==> config.mk <==
export PLATFORM = sky130hd
export DESIGN_NAME = iabx_exec
export DESIGN_NICKNAME = d
export VERILOG_FILES = /design/src/common/iabx_pkg.sv /design/src/rtl/iabx_exec.sv
export SDC_FILE = /design/constraint.sdc
export NUM_CORES = 1
export LEC_CHECK = 0
export BUFFER_PORTS_ARGS = -buffer_cell sky130_fd_sc_hd__clkbuf_2
export CORE_MARGIN = 1.5
export CORE_UTILIZATION = 52
export CTS_CLUSTER_SIZE = 25
export DETAILED_ROUTE_END_ITERATION = 12
export HOLD_SLACK_MARGIN = 0.05
export PLACE_DENSITY = 0.84
export SLEW_MARGIN = 30
export SYNTH_ARGS = -nofsm -noshare
export SYNTH_HDL_FRONTEND = slang
export SYNTH_SLANG_ARGS = --single-unit
==> constraint.sdc <==
create_clock -name sys_clk -period 3.15 [get_ports sys_clk]
set_clock_uncertainty 0.05 [all_clocks]
set_input_delay 0.315 -clock sys_clk [delete_from_list [all_inputs] [get_ports sys_clk]]
set_output_delay 0.315 -clock sys_clk [all_outputs]
set_load 0.01 [all_outputs]
==> src/common/iabx_pkg.sv <==
// Purpose: constants, types and carriers for the increment and bit-branch execution unit
// Assumes: one clock, program and data memories answer one clock after a request
// Notes: one machine cycle is a fixed number of clocks, see MC_CLKS
package iabx_pkg;

  // opcodes handled by this unit
  localparam logic [7:0] OP_INC_DIR = 8'h05;
  localparam logic [6:0] OP_INC_IND_HI = 7'h03; // low bit selects the pointer register
  localparam logic [7:0] OP_INC_DP = 8'ha3;
  localparam logic [7:0] OP_JB = 8'h20;
  localparam logic [7:0] OP_JBC = 8'h10;

  // instruction lengths in bytes, at program counter width
  localparam logic [15:0] LEN_1 = 16'h0001;
  localparam logic [15:0] LEN_2 = 16'h0002;
  localparam logic [15:0] LEN_3 = 16'h0003;

  // machine cycle timing, in clocks of sys_clk
  localparam int MC_CLKS = 8;
  localparam logic [4:0] LIM_1MC = 5'(MC_CLKS * 1 - 1);
  localparam logic [4:0] LIM_2MC = 5'(MC_CLKS * 2 - 1);
  localparam logic [4:0] CNT_FIRST = 5'h01;
  localparam logic [4:0] CNT_STEP = 5'h01;

  // address layout
  localparam logic [7:0] BIT_RAM_BASE = 8'h20; // bit addresses below 80 live from here
  localparam logic [2:0] BIT_SFR_FILL = 3'h0; // bit-addressable special registers sit on multiples of 8
  localparam logic [2:0] RI_ADDR_TOP = 3'h0; // pointer registers live in the lowest 32 bytes
  localparam logic [1:0] RI_ADDR_MID = 2'h0;
  localparam logic [7:0] BYTE_ONE = 8'h01;
  localparam logic [7:0] BYTE_ONES = 8'hff;

  // reset values
  localparam logic [15:0] PC_RST = 16'h0000;
  localparam logic [15:0] DATA_POINTER_RST = 16'h0000;

  typedef enum logic [2:0] {
    ST_OP = 3'b000, // request opcode byte
    ST_DEC = 3'b001, // opcode arrives, decode
    ST_B2 = 3'b010, // second byte arrives
    ST_B3 = 3'b011, // third byte arrives
    ST_PTR = 3'b100, // pointer register value arrives
    ST_RMW = 3'b101, // operand arrives, modify
    ST_HOLD = 3'b110 // pad out to the machine cycle count
  } iabx_state_e;

  // program memory request
  typedef struct packed {
    logic rd;
    logic [15:0] addr;
  } iabx_pm_req_s;

  // data memory request; ind selects indirect space, rmw selects latch read
  typedef struct packed {
    logic rd;
    logic wr;
    logic ind;
    logic rmw;
    logic [7:0] addr;
    logic [7:0] wdata;
  } iabx_dm_req_s;

  // data pointer load from the rest of the core
  typedef struct packed {
    logic wr;
    logic [15:0] data;
  } iabx_dp_wr_s;

endpackage

==> src/rtl/iabx_exec.sv <==
// Purpose: executes direct/indirect byte increment, data pointer increment and the two bit-set jumps
// Assumes: memories on the same clock, read data valid one clock after rd
// Notes: each instruction takes exactly its machine cycles times MC_CLKS clocks
module iabx_exec
  import iabx_pkg::*;
(
  input wire logic sys_clk,
  input wire logic rstn,
  output iabx_pm_req_s pm_req,
  input wire logic [7:0] pm_rdata,
  output iabx_dm_req_s dm_req,
  input wire logic [7:0] dm_rdata,
  input wire logic [1:0] reg_bank,
  input iabx_dp_wr_s dp_wr,
  output logic [15:0] data_pointer,
  output logic [15:0] program_counter,
  output logic instr_done,
  output logic instr_illegal
);

  logic [1:0] rst_sync_ff; // reset release synchroniser
  logic rst_n; // synchronised reset, used everywhere else
  iabx_state_e state_ff; // execution step
  logic [7:0] op_ff; // latched opcode
  logic [7:0] b2_ff; // bit address byte
  logic [7:0] rel_ff; // signed displacement byte
  logic [4:0] cnt_ff; // clocks elapsed in this instruction
  logic [4:0] lim_ff; // last clock index of this instruction
  logic taken_ff; // branch decision
  logic [15:0] pc_ff;
  logic [15:0] data_pointer_ff;
  iabx_pm_req_s pm_req_ff;
  iabx_dm_req_s dm_req_ff;
  logic done_ff;
  logic illegal_ff;
  logic [7:0] bit_mask; // one-hot bit select within the addressed byte
  logic [7:0] bit_byte; // byte that holds the addressed bit
  logic fin; // last clock of the instruction
  logic [15:0] nxt_pc;
  logic [15:0] nxt_data_pointer;
  logic [7:0] inc_byte;
  logic is_inc; // byte increment in progress
  logic dec_dir, dec_ind, dec_dp, dec_jb, dec_jbc; // decode of arriving opcode

  // reset: async assert, release after two clocks
  always_ff @(posedge sys_clk or negedge rstn) begin
    if (!rstn) begin
      rst_sync_ff <= 2'h0;
    end else begin
      rst_sync_ff <= {rst_sync_ff[0], 1'b1};
    end
  end
  assign rst_n = rst_sync_ff[1];

  // opcode decode while the byte is on the bus
  assign dec_dir = (pm_rdata == OP_INC_DIR);
  assign dec_ind = (pm_rdata[7:1] == OP_INC_IND_HI);
  assign dec_dp = (pm_rdata == OP_INC_DP);
  assign dec_jb = (pm_rdata == OP_JB);
  assign dec_jbc = (pm_rdata == OP_JBC);
  assign is_inc = (op_ff == OP_INC_DIR) || (op_ff[7:1] == OP_INC_IND_HI);

  // bit address to byte address: low half in ram, high half in special registers
  assign bit_byte = b2_ff[7] ? {b2_ff[7:3], BIT_SFR_FILL} : BIT_RAM_BASE + {4'h0, b2_ff[6:3]};

  // one-hot mask per bit position
  for (genvar k = 0; k < 8; k++) begin : g_mask
    assign bit_mask[k] = (b2_ff[2:0] == 3'(k));
  end

  // wraps from ff to 00, no flag involved anywhere in this unit
  assign inc_byte = dm_rdata + BYTE_ONE;

  // pointer carry from low into high byte
  assign nxt_data_pointer[7:0] = data_pointer_ff[7:0] + BYTE_ONE;
  assign nxt_data_pointer[15:8] = (data_pointer_ff[7:0] == BYTE_ONES) ? data_pointer_ff[15:8] + BYTE_ONE : data_pointer_ff[15:8];

  assign fin = (state_ff == ST_HOLD) && (cnt_ff == lim_ff);

  // next program counter: step past the instruction, then add the displacement if taken
  always_comb begin
    if (op_ff == OP_JB || op_ff == OP_JBC) begin
      nxt_pc = pc_ff + LEN_3 + (taken_ff ? {{8{rel_ff[7]}}, rel_ff} : 16'h0000);
    end else if (op_ff == OP_INC_DIR) begin
      nxt_pc = pc_ff + LEN_2;
    end else begin
      nxt_pc = pc_ff + LEN_1;
    end
  end

  // step sequencer and byte capture
  always_ff @(posedge sys_clk or negedge rst_n) begin
    if (!rst_n) begin
      state_ff <= ST_OP;
      op_ff <= 8'h00;
      b2_ff <= 8'h00;
      rel_ff <= 8'h00;
      lim_ff <= LIM_1MC;
    end else begin
      case (state_ff)
        ST_OP: begin
          state_ff <= ST_DEC;
        end
        ST_DEC: begin
          op_ff <= pm_rdata;
          // machine cycles per opcode; anything else is skipped in one
          lim_ff <= (dec_dp || dec_jb || dec_jbc) ? LIM_2MC : LIM_1MC;
          if (dec_dir || dec_jb || dec_jbc) begin
            state_ff <= ST_B2;
          end else if (dec_ind) begin
            state_ff <= ST_PTR;
          end else begin
            state_ff <= ST_HOLD;
          end
        end
        ST_B2: begin
          b2_ff <= pm_rdata;
          state_ff <= (op_ff == OP_INC_DIR) ? ST_RMW : ST_B3;
        end
        ST_B3: begin
          rel_ff <= pm_rdata; // displacement is the third byte
          state_ff <= ST_RMW;
        end
        ST_PTR: begin
          state_ff <= ST_RMW;
        end
        ST_RMW: begin
          state_ff <= ST_HOLD;
        end
        ST_HOLD: begin
          if (fin) begin
            state_ff <= ST_OP;
          end
        end
        default: begin
          state_ff <= ST_OP;
        end
      endcase
    end
  end

  // clock count within the instruction; ST_OP is clock 0
  always_ff @(posedge sys_clk or negedge rst_n) begin
    if (!rst_n) begin
      cnt_ff <= 5'h00;
    end else if (state_ff == ST_OP) begin
      cnt_ff <= CNT_FIRST;
    end else begin
      cnt_ff <= cnt_ff + CNT_STEP;
    end
  end

  // program memory fetches
  always_ff @(posedge sys_clk or negedge rst_n) begin
    if (!rst_n) begin
      pm_req_ff <= '0;
    end else begin
      pm_req_ff.rd <= 1'b0;
      if (state_ff == ST_OP) begin
        pm_req_ff <= '{rd: 1'b1, addr: pc_ff};
      end else if (state_ff == ST_DEC && (dec_dir || dec_jb || dec_jbc)) begin
        pm_req_ff <= '{rd: 1'b1, addr: pc_ff + LEN_1};
      end else if (state_ff == ST_B2 && op_ff != OP_INC_DIR) begin
        pm_req_ff <= '{rd: 1'b1, addr: pc_ff + LEN_2};
      end
    end
  end

  // data memory reads and writes
  always_ff @(posedge sys_clk or negedge rst_n) begin
    if (!rst_n) begin
      dm_req_ff <= '0;
    end else begin
      dm_req_ff.rd <= 1'b0;
      dm_req_ff.wr <= 1'b0;
      case (state_ff)
        ST_DEC: begin
          if (dec_ind) begin
            // fetch the pointer register of the current bank
            dm_req_ff <= '{rd: 1'b1, wr: 1'b0, ind: 1'b0, rmw: 1'b0,
                           addr: {RI_ADDR_TOP, reg_bank, RI_ADDR_MID, pm_rdata[0]}, wdata: 8'h00};
          end
        end
        ST_B2: begin
          if (op_ff == OP_INC_DIR) begin
            dm_req_ff <= '{rd: 1'b1, wr: 1'b0, ind: 1'b0, rmw: 1'b1, addr: pm_rdata, wdata: 8'h00};
          end
        end
        ST_B3: begin
          // of the two jumps only the clearing jump reads the port latch; the plain jump samples pins
          dm_req_ff <= '{rd: 1'b1, wr: 1'b0, ind: 1'b0, rmw: (op_ff == OP_JBC), addr: bit_byte,
                         wdata: 8'h00};
        end
        ST_PTR: begin
          dm_req_ff <= '{rd: 1'b1, wr: 1'b0, ind: 1'b1, rmw: 1'b0, addr: dm_rdata, wdata: 8'h00};
        end
        ST_RMW: begin
          // address and space are kept from the read
          if (is_inc) begin
            dm_req_ff.wr <= 1'b1;
            dm_req_ff.wdata <= inc_byte;
          end else if (op_ff == OP_JBC) begin
            // cleared whether or not the branch is taken
            dm_req_ff.wr <= 1'b1;
            dm_req_ff.wdata <= dm_rdata & ~bit_mask;
          end
          // the plain jump never writes back, so its bit cannot change
        end
        default: begin
        end
      endcase
    end
  end

  // branch decision from the byte read
  always_ff @(posedge sys_clk or negedge rst_n) begin
    if (!rst_n) begin
      taken_ff <= 1'b0;
    end else if (state_ff == ST_DEC) begin
      taken_ff <= 1'b0;
    end else if (state_ff == ST_RMW && (op_ff == OP_JB || op_ff == OP_JBC)) begin
      taken_ff <= |(dm_rdata & bit_mask);
    end
  end

  // program counter
  always_ff @(posedge sys_clk or negedge rst_n) begin
    if (!rst_n) begin
      pc_ff <= PC_RST;
    end else if (fin) begin
      pc_ff <= nxt_pc;
    end
  end

  // data pointer: the only register pair that increments; instruction wins over a load
  always_ff @(posedge sys_clk or negedge rst_n) begin
    if (!rst_n) begin
      data_pointer_ff <= DATA_POINTER_RST;
    end else if (state_ff == ST_DEC && dec_dp) begin
      data_pointer_ff <= nxt_data_pointer;
    end else if (dp_wr.wr) begin
      data_pointer_ff <= dp_wr.data;
    end
  end

  // completion and unknown opcode pulses
  always_ff @(posedge sys_clk or negedge rst_n) begin
    if (!rst_n) begin
      done_ff <= 1'b0;
      illegal_ff <= 1'b0;
    end else begin
      done_ff <= fin;
      illegal_ff <= (state_ff == ST_DEC) && !(dec_dir || dec_ind || dec_dp || dec_jb || dec_jbc);
    end
  end

  assign pm_req = pm_req_ff;
  assign dm_req = dm_req_ff;
  assign data_pointer = data_pointer_ff;
  assign program_counter = pc_ff;
  assign instr_done = done_ff;
  assign instr_illegal = illegal_ff;

  localparam int D1 = 7;  // clocks from ST_OP to last clock, one machine cycle
  localparam int D2 = 15; // same, two machine cycles
endmodule

=== Yosys cells after proc, flatten, opt, wreduce, memory -nomap -nowiden ===
Cells that the tools add are included.

* Register bits: 111
* Latch bits: 0
* Bits in writable memories: 0
* Memory bits (read-only): 0
* Input port bits: 37
* Output and inout bits: 71
* Word-level logic and storage cells: 121
* Memories: 0

* $add $sub $neg: 9
* Multipliers: 0
* Divide/modulo/power cells: 0
* $lt $le $gt $ge: 0
* Equal/unequal tests: 30
* Shift operators: 0
* Muxes and demuxes: 29
* Bitwise gates (word level): 3
* Reduce and logical (&&, ||, !) cells: 29

{| class="wikitable"
|+ Operators by type and width
! cell !! number
|-
| 16-bit two-way mux || 5
|-
| 17-bit two-way mux || 3
|-
| 20-bit two-way mux || 2
|-
| 10-bit case mux with 4 select lines || 1
|-
| 16-bit by 2-bit adder with 16-bit output, second input constant || 2
|-
| 8-bit two-way mux || 4
|-
| 8-bit case mux with 4 select lines || 1
|-
| 8-bit by 1-bit adder with 8-bit output, second input constant || 3
|-
| 3-bit == test, second input constant || 7
|-
| 3-bit case mux with 6 select lines || 1
|-
| 16-bit by 1-bit adder with 16-bit output, second input constant || 1
|-
| 16-bit adder || 1
|-
| 8-bit AND || 2
|-
| 8-bit by 3-bit == test with 1-bit output, second input constant || 2
|-
| 8-bit by 5-bit == test with 1-bit output, second input constant || 2
|-
| 8-bit by 6-bit == test with 1-bit output, second input constant || 2
|-
| 8-bit == test, second input constant || 2
|-
| 7-bit by 2-bit == test with 1-bit output, second input constant || 2
|-
| 3-bit by 2-bit == test with 1-bit output, second input constant || 4
|-
| 1-bit logical OR || 10
|-
| 3-bit two-way mux || 3
|-
| 2-bit inequality test, second input constant || 4
|-
| 8-bit by 3-bit inequality test with 1-bit output, second input constant || 1
|-
| 8-bit inverter || 1
|-
| other kinds (21) || 34
|}

=== Depth between registers and ports, before layout ===
Gate-level depths: netlist of the first run.

* Depth in word-level cells: 7
* Gate-level depth with buffers: 13
* Mapped depth without buffers: 12

=== Worst setup path after synthesis of the first run ===
No wires, ideal clock.

* Path kind: flip-flop to flip-flop
* Start: reg pc_ff[0], in the netlist program_counter[0]
* End: reg pc_ff[9], in the netlist program_counter[9]
* Setup time: 0.121 ns
* Data arrival time: 2.559 ns
* Required time: 2.979 ns
* Slack: 0.420 ns
* Cell stages (with the launch flop): 14
* Path buffers: 1
* Period minus slack after synthesis: 2.730 ns
* Path through: dfrtp_1 -> clkbuf_1 -> inv_1 -> ha_1 -> inv_1 -> ha_1 -> inv_1 -> fa_1 -> nand2b_1 -> a21oi_1 -> o31a_1 -> o21ai_0 -> mux2i_1 -> o22a_1

* Longest elaborated chain between the ends: 3
* Elaborated cells between the ends (all ways): 6
* Classes of those cells: 4 x add/sub; 2 x mux

{| class="wikitable"
|+ Ends and longest elaborated chain
! element !! line !! source
|-
| from (decl) || iabx_exec.sv:30 || <nowiki>logic [15:0] pc_ff;</nowiki>
|-
| from (signal assigned) || iabx_exec.sv:231 || <nowiki>pc_ff <= nxt_pc;</nowiki>
|-
| 16-bit by 2-bit adder with 16-bit output (tied with other cells) || iabx_exec.sv:83 || <nowiki>nxt_pc = pc_ff + LEN_3 + (taken_ff ? {{8{rel_ff[7]}}, rel_ff} : 16'h0000);</nowiki>
|-
| 16-bit adder or 16-bit two-way mux (tied branches) || iabx_exec.sv:83, iabx_exec.sv:84 ||
|-
| 16-bit two-way mux * || iabx_exec.sv:82 || <nowiki>if (op_ff == OP_JB || op_ff == OP_JBC) begin</nowiki>
|}

Mark *: on every way between the ends. The rest lies on a longest branch, timed or not.
A chain may end at the register's enable or synchronous reset.

=== Worst setup path in the final report of the first run ===
* Start: reg taken_ff
* End: reg pc_ff[9], in the netlist program_counter[9]

* Longest elaborated chain between the ends: 3

{| class="wikitable"
|+ Ends and longest elaborated chain
! element !! line !! source
|-
| from (decl) || iabx_exec.sv:29 || <nowiki>logic taken_ff;</nowiki>
|-
| from (signal assigned) || iabx_exec.sv:222 || <nowiki>taken_ff <= |(dm_rdata & bit_mask);</nowiki>
|-
| 16-bit two-way mux || iabx_exec.sv:83 ||
|-
| 16-bit adder || iabx_exec.sv:83 ||
|-
| 16-bit two-way mux || iabx_exec.sv:82 ||
|}

Every way passes these cells.

==> results of run 1 <==
[per-layer routing]
layer,vias to the layer above,part of all wire
li1,3154,-
met4,0,0.023
met3,45,0.072
met2,320,0.49
met1,3212,0.41
met5,-,0
[area by class of cell]
| class | instances | area [um^2] |
|---|---|---|
| clock buffers | 11 | 253 |
| clock inverters | 5 | 66.3 |
| fillers | 1160 | 5120 |
| inverters | 23 | 86.3 |
| multi-input cells | 623 | 4000 |
| flip-flops and latches | 107 | 2680 |
| well taps | 176 | 220 |
| repair buffers | 136 | 768 |
[power groups by stage]
stage          Clock [mW]  Combinational [mW]  Sequential (mW)
5_1_grt              1.29                2.99             2.36
6_report             1.23                2.71             2.29
3_5_place_dp            0                2.68             2.30
3_3_place_gp            0                2.60             2.29
2_1_floorplan           0                1.82             2.24
4_1_cts              1.24                2.70             2.28
[cell families after synthesis]
logic type / count (synthesis) / share of synthesized area
compound gates: 224 / 0.217
xor+xnor: 33 / 0.0413
other cells: 1 / 0.000536
simple gates: 313 / 0.221
buf+inv: 78 / 0.0460
fa+ha+maj: 28 / 0.0511
mux: 24 / 0.0408
flops: 107 / 0.383
[what timing repair did]
item                       in CTS  in global routing
hold endpoints to repair        2                  0
setup endpoints to repair       0                  2
resized for setup               0                  1
hold buffers                    1                  0
[cells in the final DEF (no fill, tap or decap), drive strengths merged, types with 7 or more instances in the layout]
| cell | count |
|---|---|
| a21oi | 50 |
| a221o | 15 |
| a22oi | 9 |
| a31oi | 8 |
| and2 | 9 |
| and3 | 22 |
| buf | 28 |
| clkbuf | 118 |
| dfrtp | 107 |
| ha | 27 |
| inv | 25 |
| mux2 | 16 |
| nand2 | 106 |
| nand3 | 34 |
| nand4 | 11 |
| nor2 | 63 |
| nor2b | 9 |
| nor3 | 16 |
| o211ai | 11 |
| o21ai | 63 |
| o221ai | 10 |
| o22ai | 7 |
| xnor2 | 22 |
| xor2 | 11 |
[Yosys cell counts, types with 3 or more instances]
library cell	n	area share
a211oi_1	4	0.0043
a21o_1	4	0.0043
a21oi_1	48	0.034
a221o_1	15	0.021
a22o_1	5	0.0063
a22oi_1	8	0.0086
a31oi_1	7	0.0063
a32o_1	3	0.0043
a32oi_1	3	0.0038
and2_1	9	0.0080
and3_1	22	0.020
buf_1	3	0.0016
buf_2	8	0.0057
clkbuf_1	41	0.022
dfrtp_1	107	0.38
ha_1	27	0.048
inv_1	22	0.012
mux2_2	16	0.026
mux2i_1	6	0.0086
nand2_1	106	0.057
nand2b_1	6	0.0054
nand3_1	34	0.024
nand3b_1	4	0.0043
nand4_1	11	0.0098
nor2_1	62	0.033
nor2b_1	9	0.0080
nor3_1	14	0.010
nor3b_1	6	0.0064
nor4_1	6	0.0054
o211ai_1	11	0.012
o21ai_0	60	0.043
o221a_2	3	0.0048
o221ai_1	10	0.013
o22ai_1	7	0.0063
o2bb2ai_1	3	0.0038
o31ai_1	6	0.0064
or2_2	4	0.0036
or3_1	6	0.0054
xnor2_1	22	0.028
xor2_1	11	0.014
[flip-flops by register name, indices dropped and copies added, names as in the netlist]
register	flops
instr_done	1
dm_req	20
state_ff	3
data_pointer	16
pm_req	17
lim_ff	1
op_ff	8
instr_illegal	1
taken_ff	1
rst_sync_ff	2
b2_ff	8
rel_ff	8
cnt_ff	5
program_counter	16
[per-stage QoR]
step                setup slack (ns)  instances  utilization
floorplan                      0.420        808            -
global placement               0.339       1064        0.587
detailed placement             0.232       1064        0.587
CTS                            0.202       1081        0.612
global route                   0.113       1081        0.612
finish                         0.302       1081        0.612
[critical path, delay by kind of cell (launching register included)]
family | cells | cell delay (ns)
buf+inv | 2 | 0.12
compound gates | 4 | 0.81
mux | 1 | 0.14
simple gates | 2 | 0.27
fa+ha+maj | 3 | 0.85
flops | 1 | 0.49
[worst max-delay path by stage]
stage | from | endpoint | slack (ns) | cells past startpoint
floorplan | program_counter[0]$_DFFE_PN0P_ | program_counter[9]$_DFFE_PN0P_ | 0.42 | 13
global placement | taken_ff$_DFFE_PN0P_ | program_counter[9]$_DFFE_PN0P_ | 0.34 | 12
detailed placement | taken_ff$_DFFE_PN0P_ | program_counter[9]$_DFFE_PN0P_ | 0.23 | 12
CTS | taken_ff$_DFFE_PN0P_ | program_counter[9]$_DFFE_PN0P_ | 0.20 | 12
global route | taken_ff$_DFFE_PN0P_ | program_counter[15]$_DFFE_PN0P_ | 0.11 | 12
finish | taken_ff$_DFFE_PN0P_ | program_counter[9]$_DFFE_PN0P_ | 0.30 | 12
==> results.yml, run 1 <==
worst_setup_path:
  regToRegSetupSlack_ns: 0.30
  end_kind: "flop"
  r2r_cells: 12
  criticalPathCategory: "reg2reg"
  critPathLaunchType: "flop"
  cp_cell_sequence: "nand2_1 > ha_1 > inv_1 > ha_1 > inv_1 > fa_1 > nand2b_1 > a21oi_1 > o31a_1 > o21ai_0 > mux2i_1 > o22a_1"
  cpPeakStageDelay_ns: 0.49
  required_ns: 3.36
  cpMaxStageDelayCell: "dfrtp_2"
  worstReg2RegStart: "taken_ff$_DFFE_PN0P_"
  path_max_fanout: 15
  r2r_end: "program_counter[9]$_DFFE_PN0P_"
  arrival_ns: 3.05
pwr:
  power.leakage_nw: 3.70
  pwr-share-seq: 0.368
  powerDensity_mw_per_mm2: 771
  switchingPower_mw: 2.57
  ir_drop_mv: 0.736
  internal-power_mw: 3.66
  p_total_mw: 6.23
  power_frac_comb: 0.435
  pwr-share-clk: 0.198
  p_sw_frac: 0.413
placed_design:
  dpl_cell_area_mm2: 0.00774
  portBuffers: 107
  dp_hpwl_um: 13700
  place.gp.congestion: 0.980
global_route:
  use_met2: 0.455
  antenna_found_initial: 0
  gr-usage-met3: 0.0512
  grt_pass1_vias: 6230
  grt_pass1_wl_um: 31100
  track_usage: 0.274
  use_met1: 0.360
  gr-total-overflow: 0
  grt_max_degree: 63
  busiest_layer: "met2"
clock_tree:
  cts_setup_buffers: 0
  clock_sinks: 107
  clk_pin_slew_ns: 0.08
  cts_root_buffer: "clkbuf_16"
  clk_latency_ns: 0.37
  cts_tree: "yes"
  numCtsBuffers: 9
  htreeDepth: 3
  cts_buffer_depth: 2
routing:
  viasPerCell: 6.23
  drt_wl_total_um: 19000
  vias: 6731
  ant_nets: 0
  drc: 0
  firstDrtPassIters: 5
  wire_per_inst_um: 17.6
  drtIter0Drc: 675
sta:
  setup_violations: 0
  rsz0062_at_grt: "false"
  slew_violations: 0
  fmax_mhz: 351
  slew_headroom: 0.467
  whs_ns: 0.147
  worst_pin_slew_ns: 0.797
  fin_tns_setup_ns: 0
  fin_crit_sh: 0.904
  hold_viol: 0
  fin_crit_ns: 2.85
synthesis:
  avgSynthCellArea_um2: 8.66
  netlist_area_mm2: 0.00700
  async_flop_share: 1.00
  ys_warn_count: 0
  seq_area_frac_synth: 0.383
  ys_ff_latch: 107
  syn_inst: 808
  ys.flop_type: "dfrtp_1"
  synth_edf_count: 0
  syn_nets: 873
  synthDistinctLibCells: 76
die:
  dieHeight_um: 119
  fp.coreArea_mm2: 0.0132
  num_rows: 42
  fp.dieW_um: 119
  io_pins: 108
  start_util: 0.530
  dieArea_mm2: 0.0142
worst_hold_path:
  holdPathStages: 3
  hold_start: "dp_wr[9]"
  worst_hold_path.endpoint: "data_pointer[9]$_DFFE_PN0P_"
  hold_class: "in2reg"
run_status:
  status: "finished clean"
layout:
  areaGrowthSynthToFinish_pct: 15.4
  postLayoutCellArea_mm2: 0.00807
  layout-drive-gt1-share: 0.213
  final_nets: 965
  antenna_cells: 0
job:
  maxCapViolCount: 0
(Power assumes the default switching activity.)
==> run 2, diff against run 1 <==
--- a/config.mk
+++ b/config.mk
@@ -6,6 +6,7 @@
 export NUM_CORES = 1
 export LEC_CHECK = 0
 export BUFFER_PORTS_ARGS = -buffer_cell sky130_fd_sc_hd__clkbuf_2
+export CORE_ASPECT_RATIO = 0.6
 export CORE_MARGIN = 1.5
 export CORE_UTILIZATION = 52
 export CTS_CLUSTER_SIZE = 25
==> results.yml, run 2 (synthesis gave the netlist of run 1 again) <==
routing:
  drtIter0Drc: 947
  firstDrtPassIters: 5
  drc: 0
  ant_nets: 0
  drt_wl_total_um: 20500
  viasPerCell: 6.32
  wire_per_inst_um: 19.1
  vias: 6808
pwr:
  power.leakage_nw: 3.69
  ir_drop_mv: 0.370
  powerDensity_mw_per_mm2: 769
clock_tree:
  clk_pin_slew_ns: 0.07
  cts_tree: "yes"
  cts_root_buffer: "clkbuf_16"
  clk_latency_ns: 0.35
  clock_sinks: 107
  cts_resized: 0
  cts_buffer_depth: 2
  numCtsBuffers: 9
  htreeDepth: 3
global_route:
  use_met1: 0.459
  use_met2: 0.375
  grt_max_degree: 59
  gr-total-overflow: 0
  gr-usage-met3: 0.0987
  track_usage: 0.289
  grt_pass1_wl_um: 32600
  grt_pass1_vias: 6078
  busiest_layer: "met1"
  antenna_found_initial: 0
die:
  dieArea_mm2: 0.0142
  fp.coreArea_mm2: 0.0130
  fp.dieW_um: 153
  start_util: 0.539
  io_pins: 108
  dieHeight_um: 92.9
  num_rows: 32
layout:
  multi_input_area_mm2: 0.00400
  seq_area_mm2: 0.00268
  layout_commonest_cell: "clkbuf_2"
  areaGrowthSynthToFinish_pct: 15.0
  fillers: 1107
  final_nets: 967
  mostFrequentLayoutCells: "clkbuf_2 (107), nand2_1 (106), dfrtp_1 (106)"
  layout-drive-gt1-share: 0.213
  postLayoutCellArea_mm2: 0.00805
  largest_reg_flops: 20
  antenna_cells: 0
placed_design:
  dpl_cell_area_mm2: 0.00776
  place.gp.congestion: 0.971
  dp_hpwl_um: 15200
  portBuffers: 107
worst_setup_path:
  required_ns: 3.34
  endpoint: "program_counter[9]$_DFFE_PN0P_"
  cpMaxStageDelayCell: "dfrtp_1"
  crit_start: "taken_ff$_DFFE_PN0P_"
  critPathLaunchType: "flop"
  worstReg2RegStart: "taken_ff$_DFFE_PN0P_"
  cpPeakStageDelay_ns: 0.58
  arrival_ns: 3.18
  path_max_fanout: 15
  end_kind: "flop"
  criticalPathCategory: "reg2reg"
  regToRegSetupSlack_ns: 0.16
  cp_cell_sequence: "nand2_1 > ha_1 > inv_1 > ha_1 > inv_1 > fa_1 > nand2b_1 > a21oi_1 > o31a_1 > o21ai_0 > mux2i_1 > o22a_1"
  r2r_end: "program_counter[9]$_DFFE_PN0P_"
  r2r_cells: 12
job:
  maxCapViolCount: 0
sta:
  rsz0062_at_grt: "false"
  fin_crit_ns: 2.99
  hold_viol: 0
  fin_crit_sh: 0.949
  setup_violations: 0
  fin_tns_setup_ns: 0
  slew_violations: 0
  fmax_mhz: 334
  slew_headroom: 0.397
  worst_pin_slew_ns: 0.901
run_status:
  status: "finished clean"
worst_hold_path:
  hold_class: "in2reg"
-- run 2: changes by cell type in the layout (fill, tap and decap cells not counted), moves of 2 or more --
cell      previous run  this run
buf_4               27        29
clkbuf_1             0         2
clkinv_4             0         2
inv_8                2         0
-- run 2: layout make-up --
class	count	share of cell area
multi-input combinational	623	0.497
sequential	107	0.333
timing repair buffer	138	0.0973
clock buffer	12	0.0306
tap	170	0.0264
inverter	23	0.0107
clock inverter	4	0.00420
-- run 2: worst min-delay path by stage --
| stage | end | slack [ns] | cells after the start | from |
|---|---|---|---|---|
| floorplan | rst_sync_ff[0]$_DFF_PN0_ | -0.03 | 0 | rstn |
| global placement | rst_sync_ff[0]$_DFF_PN0_ | 0.05 | 1 | rstn |
| detailed placement | rst_sync_ff[0]$_DFF_PN0_ | 0.05 | 1 | rstn |
| CTS | data_pointer[9]$_DFFE_PN0P_ | 0.16 | 3 | dp_wr[9] |
| global route | data_pointer[9]$_DFFE_PN0P_ | 0.17 | 3 | dp_wr[9] |
| finish | data_pointer[9]$_DFFE_PN0P_ | 0.16 | 3 | dp_wr[9] |
-- run 2: what timing repair did --
action | 4_1_cts | 5_1_grt
endpoints found under the hold margin | 2 | 0
setup buffers | 0 | 0
hold buffers | 1 | 0
-- run 2: worst max-delay path: cells and delay by family, from the launching register on --
kind,cells,cell delay [ns]
buf+inv,2,0.13
mux,1,0.14
simple gates,2,0.29
flops,1,0.58
fa+ha+maj,3,0.88
compound gates,4,0.81
-- run 2: per-layer routing --
metal	wire, um	vias up
met5	0	-
met4	187	0
met3	2940	26
met2	7830	449
met1	9600	3187
li1	-	3146
-- run 2: report_power, final --
group | total, mW | switching (mW) | internal (mW) | leakage, nW
Sequential | 2.37 | 0.542 | 1.83 | 1.33
Combinational | 2.72 | 1.58 | 1.15 | 2.22
Clock | 1.10 | 0.531 | 0.566 | 0.133
-- run 2: per-stage QoR --
step / total power [mW] / utilization / instances / hold slack [ns] / setup WS [ns]
floorplan: 4.07 / - / 808 / -0.0306 / 0.420
global placement: 4.90 / 0.598 / 1060 / 0.0523 / 0.368
detailed placement: 5.00 / 0.598 / 1060 / 0.0542 / 0.201
CTS: 6.11 / 0.620 / 1077 / 0.158 / 0.201
global route: 6.56 / 0.620 / 1077 / 0.173 / 0.00994
finish: 6.19 / 0.620 / 1077 / 0.158 / 0.159
